**config.mk**
```make
export PLATFORM = sky130hd
export DESIGN_NAME = cpa_access_check
export DESIGN_NICKNAME = d
export VERILOG_FILES = /design/src/logic/cpa_pkg.sv /design/src/logic/cpa_access_check.sv
export SDC_FILE = /design/constraint.sdc
export NUM_CORES = 1
export LEC_CHECK = 0
export BUFFER_PORTS_ARGS = -buffer_cell sky130_fd_sc_hd__clkbuf_2
export CORE_MARGIN = 1.5
export CORE_UTILIZATION = 61
export CTS_BUF_LIST = sky130_fd_sc_hd__clkbuf_8
export CTS_CLUSTER_DIAMETER = 150
export DETAILED_ROUTE_END_ITERATION = 8
export GPL_ROUTABILITY_DRIVEN = 0
export PLACE_DENSITY = 0.89
export SLEW_MARGIN = 10
export SYNTH_ARGS = -nofsm -noshare
export SYNTH_HDL_FRONTEND = slang
export SYNTH_SLANG_ARGS = --single-unit
```
**constraint.sdc**
```tcl
create_clock -name clk -period 6.5 [get_ports clk]
set_input_delay 1.3 -clock clk [delete_from_list [all_inputs] [get_ports clk]]
set_output_delay 1.3 -clock clk [all_outputs]
set_load 0.01 [all_outputs]
```
**src/logic/cpa_pkg.sv**
```systemverilog
package cpa_pkg;

  // ------------------------------------------------------------
  // address map
  // ------------------------------------------------------------
  localparam int          ADDR_W    = 22;
  localparam logic [21:0] ID_LO     = 22'h200000;
  localparam logic [21:0] ID_HI     = 22'h200007;
  localparam logic [21:0] CFG_LO    = 22'h300008;
  localparam logic [21:0] CFG_HI    = 22'h30000f;
  localparam logic [21:0] DEVID_LO  = 22'h3ffffe;
  localparam logic [21:0] DEVID_HI  = 22'h3fffff;

  // ------------------------------------------------------------
  // configuration byte offsets and fields
  // ------------------------------------------------------------
  localparam logic [3:0] OFS_CP_LO = 4'h8;
  localparam logic [3:0] OFS_CP_HI = 4'h9;
  localparam logic [3:0] OFS_WP_LO = 4'ha;
  localparam logic [3:0] OFS_WP_HI = 4'hb;
  localparam logic [3:0] OFS_TR_LO = 4'hc;
  localparam logic [3:0] OFS_TR_HI = 4'hd;
  localparam logic [3:0] OFS_MISC  = 4'he;
  localparam logic [3:0] OFS_STAT  = 4'hf;
  localparam int         CFG_N     = 7;
  localparam int         B_EE      = 7;
  localparam int         B_BOOT    = 6;
  localparam int         B_CFGWP   = 5;
  localparam int         B_DBG     = 0;
  localparam int         B_LVP     = 2;
  // implemented bits per byte; erased value is all implemented bits at one
  localparam logic [CFG_N-1:0][7:0] CFG_MASK =
    {8'h05, 8'h40, 8'h03, 8'he0, 8'h03, 8'hc0, 8'h03};

  // ------------------------------------------------------------
  // debugger reservations
  // ------------------------------------------------------------
  localparam logic [1:0] DBG_STACK_LEVELS = 2'h2;
  localparam logic [9:0] DBG_PROG_BYTES   = 10'h200;
  localparam logic [3:0] DBG_DATA_BYTES   = 4'ha;

  // ------------------------------------------------------------
  // types
  // ------------------------------------------------------------
  typedef enum logic [1:0] {
    MODE_RUN = 2'b00,
    MODE_HV  = 2'b01,
    MODE_SS  = 2'b10
  } cpa_mode_type;

  typedef enum logic [1:0] {
    ER_NONE  = 2'b00,
    ER_CHIP  = 2'b01,
    ER_BLOCK = 2'b10,
    ER_ROW   = 2'b11
  } cpa_erase_type;

  typedef logic [CFG_N-1:0][7:0] cpa_cfg_type;

  typedef struct packed {
    logic        valid;
    logic        write;
    logic        eeprom;
    logic [21:0] addr;
    logic [21:0] pc;
    logic [7:0]  wdata;
  } cpa_tbl_req_type;

  typedef struct packed {
    logic          valid;
    logic          write;
    logic          eeprom;
    cpa_erase_type erase;
    logic [21:0]   addr;
    logic [7:0]    wdata;
  } cpa_prg_req_type;

  typedef struct packed {
    logic       done;
    logic       granted;
    logic [7:0] rdata;
  } cpa_rsp_type;

  typedef struct packed {
    logic       enable;
    logic       pinsReserved;
    logic [1:0] stackLevels;
    logic [9:0] progBytes;
    logic [3:0] dataBytes;
  } cpa_dbg_type;

  typedef struct packed {
    logic         pgmMeta;
    logic         pgmSync;
    logic         hvMeta;
    logic         hvSync;
    cpa_mode_type mode;
    cpa_cfg_type  cfg;
    cpa_rsp_type  tblRsp;
    cpa_rsp_type  prgRsp;
    logic [7:0]   regRdata;
    logic         entryIsIo;
    cpa_dbg_type  dbg;
  } cpa_st_type;

endpackage

```
**src/logic/cpa_access_check.sv**
```systemverilog
// Decided for this implementation: strobed register access and the address map.
`timescale 1ns/1ps
// How it works
// - block code protect only blocks programmer
// - write protect zero rejects table writes
// - same-block table read sees real data
// - foreign table read refused when read protect is zero, returns zeros
// - protection bits only go one to zero
// - only programmer erase or reset sets protection bits to one
// - eeprom code protect blocks programmer access
// - eeprom write protect blocks all writes
// - cpu may always read eeprom
// - config write protect changes only externally
// - eight id locations read and writable
// - id locations readable under protection
// - part id and config words reachable
// - debug bit zero reserves debugger resources
// - entry pin high enters single-supply mode
// - high voltage on reset always enters
// - erased part has single-supply enabled
// - single-supply off frees entry pin
// - single-supply bit changes only under high voltage
// - protected memory needs block erase
// - each block has own three bits
module cpa_access_check
  import cpa_pkg::*;
#(
  parameter logic [21:0] BOOT_END = 22'h0007ff,
  parameter logic [21:0] BLK0_END = 22'h000fff,
  parameter logic [21:0] BLK1_END = 22'h001fff,
  parameter logic [15:0] DEV_ID   = 16'h5a00   // arbitrary value
) (
  input  wire logic                     clk,
  input  wire logic                     rst,
  input  wire cpa_pkg::cpa_tbl_req_type tblReq,
  input  wire logic [7:0]               tblMemRdata,
  output cpa_pkg::cpa_rsp_type          tblRsp,
  input  wire cpa_pkg::cpa_prg_req_type prgReq,
  input  wire logic [7:0]               prgMemRdata,
  output cpa_pkg::cpa_rsp_type          prgRsp,
  input  wire logic [3:0]               regAddr,
  input  wire logic [7:0]               regWdata,
  input  wire logic                     regWr,
  input  wire logic                     regRd,
  output logic [7:0]                    regRdata,
  input  wire logic                     progEntryPin,
  input  wire logic                     highVoltPin,
  output cpa_pkg::cpa_mode_type         progMode,
  output logic                          entryPinIsIo,
  output cpa_pkg::cpa_dbg_type          dbg
);
  import cpa_pkg::*;

  // ------------------------------------------------------------
  // parameter check
  // ------------------------------------------------------------
  if (!(BOOT_END < BLK0_END && BLK0_END < BLK1_END && BLK1_END < ID_LO)) begin : g_chk
    $error("block bounds must ascend below the id range");
  end

  localparam logic [1:0] BLK_BOOT = 2'd0;
  localparam logic [1:0] BLK_0    = 2'd1;
  localparam logic [1:0] BLK_1    = 2'd2;
  localparam logic [1:0] BLK_NONE = 2'd3;

  cpa_st_type s;
  cpa_st_type n;

  // ------------------------------------------------------------
  // helpers
  // ------------------------------------------------------------
  function automatic logic [1:0] blockOf(input logic [21:0] a);
    if (a <= BOOT_END) return BLK_BOOT;
    else if (a <= BLK0_END) return BLK_0;
    else if (a <= BLK1_END) return BLK_1;
    else return BLK_NONE;
  endfunction

  // lo is the byte holding blocks 0 and 1, the next one holds boot
  function automatic logic protBit(input cpa_cfg_type c, input logic [3:0] lo,
                                   input logic [1:0] b);
    logic [2:0] i;
    i = lo[2:0];
    unique case (b)
      BLK_BOOT: return c[i + 3'd1][B_BOOT];
      BLK_0:    return c[i][0];
      BLK_1:    return c[i][1];
      default:  return 1'b1;
    endcase
  endfunction

  function automatic cpa_cfg_type setBlock(input cpa_cfg_type c, input logic [1:0] b);
    cpa_cfg_type r;
    r = c;
    unique case (b)
      BLK_BOOT: begin
        r[1][B_BOOT] = 1'b1;
        r[3][B_BOOT] = 1'b1;
        r[5][B_BOOT] = 1'b1;
      end
      BLK_0: begin
        r[0][0] = 1'b1;
        r[2][0] = 1'b1;
        r[4][0] = 1'b1;
      end
      BLK_1: begin
        r[0][1] = 1'b1;
        r[2][1] = 1'b1;
        r[4][1] = 1'b1;
      end
      default: begin
        r[1][B_EE] = 1'b1;
        r[3][B_EE] = 1'b1;
      end
    endcase
    return r;
  endfunction

  function automatic cpa_cfg_type cfgWrite(input cpa_cfg_type c, input logic [3:0] ofs,
                                           input logic [7:0] v, input logic ext,
                                           input logic hv);
    cpa_cfg_type r;
    logic [7:0]  keep;
    logic [7:0]  nv;
    logic [2:0]  i;
    r = c;
    i = ofs[2:0];
    keep = 8'h00;
    nv = 8'h00;
    if (ofs == OFS_WP_HI && !ext) keep[B_CFGWP] = 1'b1;
    if (ofs == OFS_MISC && !hv) keep[B_LVP] = 1'b1;
    if (ofs >= OFS_CP_LO && ofs <= OFS_MISC && (ext || c[3][B_CFGWP])) begin
      nv = (ofs == OFS_MISC) ? v : (c[i] & v);
      r[i] = ((nv & ~keep) | (c[i] & keep)) & CFG_MASK[i];
    end
    return r;
  endfunction

  function automatic logic [7:0] cfgRead(input cpa_st_type st, input logic [3:0] ofs);
    if (ofs == OFS_STAT) return {5'h00, st.mode, st.dbg.enable};
    else if (ofs >= OFS_CP_LO) return st.cfg[ofs[2:0]];
    else return 8'h00;
  endfunction

  function automatic logic [7:0] devIdRead(input logic [21:0] a);
    return (a == DEVID_LO) ? DEV_ID[7:0] : DEV_ID[15:8];
  endfunction

  // ------------------------------------------------------------
  // next state
  // ------------------------------------------------------------
  always_comb begin
    logic [1:0] blkA;
    logic [1:0] blkP;
    logic       ok;
    logic [7:0] dat;
    logic       hvNow;
    blkA = BLK_NONE;
    blkP = BLK_NONE;
    ok = 1'b0;
    dat = 8'h00;
    n = s;
    n.pgmMeta = progEntryPin;
    n.pgmSync = s.pgmMeta;
    n.hvMeta = highVoltPin;
    n.hvSync = s.hvMeta;
    hvNow = (s.mode == MODE_HV);

    if (s.hvSync) n.mode = MODE_HV;
    else if (s.cfg[6][B_LVP] && s.pgmSync) n.mode = MODE_SS;
    else n.mode = MODE_RUN;

    // cpu table and eeprom path
    n.tblRsp = '0;
    if (tblReq.valid) begin
      blkA = blockOf(tblReq.addr);
      blkP = blockOf(tblReq.pc);
      dat = tblMemRdata;
      if (tblReq.eeprom) begin
        ok = !tblReq.write || s.cfg[3][B_EE];
      end else if (blkA != BLK_NONE) begin
        if (tblReq.write) ok = protBit(s.cfg, OFS_WP_LO, blkA);
        else ok = protBit(s.cfg, OFS_TR_LO, blkA) || (blkA == blkP);
      end else if (tblReq.addr >= ID_LO && tblReq.addr <= ID_HI) begin
        ok = 1'b1;
      end else if (tblReq.addr >= CFG_LO && tblReq.addr <= CFG_HI) begin
        ok = !tblReq.write || s.cfg[3][B_CFGWP];
        dat = cfgRead(s, tblReq.addr[3:0]);
        if (tblReq.write) n.cfg = cfgWrite(n.cfg, tblReq.addr[3:0], tblReq.wdata, 1'b0, hvNow);
      end else if (tblReq.addr >= DEVID_LO && !tblReq.write) begin
        ok = 1'b1;
        dat = devIdRead(tblReq.addr);
      end else begin
        ok = !tblReq.write;
        dat = 8'h00;
      end
      n.tblRsp.done = 1'b1;
      n.tblRsp.granted = ok;
      n.tblRsp.rdata = (ok && !tblReq.write) ? dat : 8'h00;
    end

    // software register port
    n.regRdata = 8'h00;
    if (regWr) n.cfg = cfgWrite(n.cfg, regAddr, regWdata, 1'b0, hvNow);
    if (regRd) n.regRdata = cfgRead(s, regAddr);

    // external programmer path, live only in a programming mode
    n.prgRsp = '0;
    ok = 1'b0;
    dat = prgMemRdata;
    if (prgReq.valid) begin
      blkA = blockOf(prgReq.addr);
      if (s.mode == MODE_RUN) begin
        ok = 1'b0;
      end else if (prgReq.erase == ER_CHIP) begin
        ok = 1'b1;
        n.cfg = CFG_MASK;
      end else if (prgReq.erase == ER_BLOCK) begin
        ok = 1'b1;
        n.cfg = setBlock(n.cfg, prgReq.eeprom ? BLK_NONE : blkA);
      end else if (prgReq.erase == ER_ROW) begin
        ok = blkA != BLK_NONE && protBit(s.cfg, OFS_CP_LO, blkA);
      end else if (prgReq.eeprom) begin
        ok = s.cfg[1][B_EE] && (!prgReq.write || s.cfg[3][B_EE]);
      end else if (blkA != BLK_NONE) begin
        ok = protBit(s.cfg, OFS_CP_LO, blkA);
      end else if (prgReq.addr >= ID_LO && prgReq.addr <= ID_HI) begin
        ok = 1'b1;
      end else if (prgReq.addr >= CFG_LO && prgReq.addr <= CFG_HI) begin
        ok = 1'b1;
        dat = cfgRead(s, prgReq.addr[3:0]);
        if (prgReq.write) n.cfg = cfgWrite(n.cfg, prgReq.addr[3:0], prgReq.wdata, 1'b1, hvNow);
      end else if (prgReq.addr >= DEVID_LO && !prgReq.write) begin
        ok = 1'b1;
        dat = devIdRead(prgReq.addr);
      end else begin
        ok = !prgReq.write;
        dat = 8'h00;
      end
      n.prgRsp.done = 1'b1;
      n.prgRsp.granted = ok;
      n.prgRsp.rdata = (ok && !prgReq.write && prgReq.erase == ER_NONE) ? dat : 8'h00;
    end

    n.entryIsIo = !s.cfg[6][B_LVP];
    n.dbg.enable = !s.cfg[6][B_DBG];
    n.dbg.pinsReserved = !s.cfg[6][B_DBG];
    n.dbg.stackLevels = s.cfg[6][B_DBG] ? 2'h0 : DBG_STACK_LEVELS;
    n.dbg.progBytes = s.cfg[6][B_DBG] ? 10'h000 : DBG_PROG_BYTES;
    n.dbg.dataBytes = s.cfg[6][B_DBG] ? 4'h0 : DBG_DATA_BYTES;
  end

  // ------------------------------------------------------------
  // state register
  // ------------------------------------------------------------
  always_ff @(posedge clk or posedge rst) begin
    if (rst) begin
      s <= '0;
      s.mode <= MODE_RUN;
      s.cfg <= CFG_MASK;
      s.dbg.enable <= 1'b0;
    end else begin
      s <= n;
    end
  end

  assign tblRsp = s.tblRsp;
  assign prgRsp = s.prgRsp;
  assign regRdata = s.regRdata;
  assign progMode = s.mode;
  assign entryPinIsIo = s.entryIsIo;
  assign dbg = s.dbg;
endmodule

```
==> run metrics <==
Final period util between 60% and 70%; critical hold path startpoint n[105]; Clock transition at path regs ~0.090 ns; worst vdd ir 0.114 mV; setup violators final 0; worst reg-to-reg path cell count 8; nets 1026; CTS tree done; Root Buffer clkbuf_8; worst hold path type register to register; share of power burned in combinational logic 22.3%; Sw Share 32.1%; Layout Utilization 68.7%; routed len/inst 21.3 um; DRC 2; Max-Cap Viols 0; hold_buf cts 0; total iterations of the first detailed-routing run 9; WS Path Type primary input to register; CP Launch Type primary input; CTS Buf Count 9; later-pin clock latency in the skew report between 0.3 and 0.4 ns; Seq/Total Area, Yosys 31.9%; Post-DP Area roughly 0.0077 mm2; status finished, violations left; grt total ovfl 0; Slew Limit Headroom 29.8%; CP arrival about 4.5 ns; Post-synth EDFFs 0; die height 112 um; RSZ-0062 raised after global routing false; worst slew pin tran ~1.1 ns; core area roughly 0.012 mm2; vias 7205; R2R Path Start s[80]; CP Launch Point tblReq[30]; Psw 0.434 mW; pwr dens roughly 170 mW/mm2; Main synth FF type dfrtp_1; Yosys reg bits 92; FMAX 237 MHz; number of fill cells in the layout 959; Total GRT Usage between 30% and 40%; WHS Path Cells 0; Final Hold Fails 0; slowest CP cell a311oi_1; Synth cell types 76; input/output buffers between 100 and 150; worst flop-to-flop path endpoint s[48]; CP Cell Sequence clkbuf_2, nor2b_1, nand2_1, a311oi_1, mux2_1, mux2i_1, or3_1, a31o_1, a31oi_1; failing checks DRC; commonest non-fill, non-tap cell in the layout clkbuf_2; first-pass GRT wire length 35000 um; Clock Power Share 30.9%; async set or reset register ratio after synthesis 100%; number of global-route vias before repair approximately 6700; Leak 3.55 nW; DP Wirelength roughly 16000 um; buffer levels on the longest clock path 2; largest net degree at the start of global routing 49; Resized cells post-CTS 0; min Tclk post-route 4.22 ns; reg2reg setup slack about 3.6 ns; Initial Utilization 63.2%; I/O pin count 173; Avg Cell Area, Syn around 9 um2; # rows 39; initial antenna violation count 0; crit-path max cell delay 0.68 ns; layout cell share with drive strength beyond 1 26.6%; Yosys warning count 0; Slew Viols, Final 0; P&R area growth vs syn 8.61%; postcts setup bufs 0; total negative setup slack 0 ns; most frequent cells in the layout 141 x clkbuf_2, 78 x dfrtp_1, 73 x nand2_1; Hold Path End s[105]; # diodes 0; Worst Path Required 6.81 ns; final wirelength roughly 22000 um; fin area roughly 0.0079 mm2; die footprint ~0.013 mm2; H-tree Lvls 3; Netlist Area Pre-Place 0.00728 mm2; post-route ant nets 0; sequential share of power 46.8%; Int Power just over 0.9 mW; Crit. End Element register; CTS Sinks 92; initial drt markers 1086; synthesized instance count 823; die width 112 um; clk_skew 0.0140 ns; crit-path max FO 41; routed vias/inst 6.87
==> worst max path at each step <==
stage	end	slack, ns	cells past startpoint
after detailed placement	s[48]	2.06	9
after global placement	s[48]	2.09	9
after floorplan	dbg[1]	2.83	1
after CTS	s[48]	2.44	9
after global routing	s[48]	2.14	9
final	s[48]	2.28	9
==> Yosys cell counts, drive strengths merged, types with 18 or more instances <==
cell / count / area [um2]
clkbuf: 27 / 101
inv: 30 / 113
buf: 63 / 452
mux4: 25 / 563
dfrtp: 78 / 1950
mux2i: 38 / 380
and3: 32 / 200
nor3: 25 / 140
a21oi: 39 / 199
nand3: 22 / 115
nor2: 72 / 283
o21ai: 39 / 199
nand2: 73 / 274
and2: 18 / 113
nand2b: 18 / 113
o211ai: 18 / 135
==> registers in the layout, summed over array words and instances (netlist names) <==
name          flops
regRdata          8
tblRsp           10
prgRsp           10
s                58
n                 2
dbg               1
progMode          2
entryPinIsIo      1
==> final cells by class <==
type | count | area [um2] | share of cell area (%)
clock inverter | 4 | 56.3 | 0.712
sequential | 92 | 2320 | 29.3
clock buffer | 11 | 151 | 1.91
timing repair buffer | 147 | 751 | 9.49
inverter | 30 | 114 | 1.44
multi-input combinational | 622 | 4340 | 54.9
tap | 143 | 179 | 2.26
==> layer usage <==
metal	track usage (%)	up-vias	routed length, um
li1	-	3141	-
met4	19.2	0	1380
met5	1.18	-	0
met1	47.1	3348	8090
met3	9.83	131	3040
met2	54.0	585	9800
==> logic make-up (layout without fill, tap and decap cells) <==
group | count (synthesis) | in the layout | synth area share [%]
XOR/XNOR | 1 | 1 | 0.120
buffers and inverters | 120 | 192 | 9.14
flip-flops | 92 | 92 | 31.9
other | 1 | 12 | 0.0515
AND/OR/NAND/NOR | 346 | 346 | 27.0
multiplexers | 71 | 71 | 14.2
AO/OA/AOI/OAI | 192 | 192 | 17.6
==> metrics by stage <==
stage	setup slack, ns	total power [mW]	hold WS, ns	cells
2_1_floorplan	2.83	0.835	0.331	834
3_3_place_gp	2.09	0.928	0.333	1034
3_5_place_dp	2.06	0.934	0.343	1034
4_1_cts	2.44	1.35	0.362	1049
5_1_grt	2.14	1.40	0.374	1049
6_report	2.28	1.35	0.358	1049
==> power by group through the flow <==
stage	registers, mW	clock network, mW	logic [mW]
floorplan	0.626	0	0.209
global placement	0.641	0	0.287
detailed placement	0.642	0	0.292
CTS	0.631	0.421	0.293
global route	0.634	0.444	0.324
finish	0.634	0.418	0.302
==> worst max-delay path, delay by kind of cell <==
family / cells / cell delay, ns
multiplexers: 2 / 0.40
AO/OA/AOI/OAI: 3 / 1.08
buffers and inverters: 1 / 0.56
AND/OR/NAND/NOR: 3 / 1.19
Power figures use the tool's default switching activity.
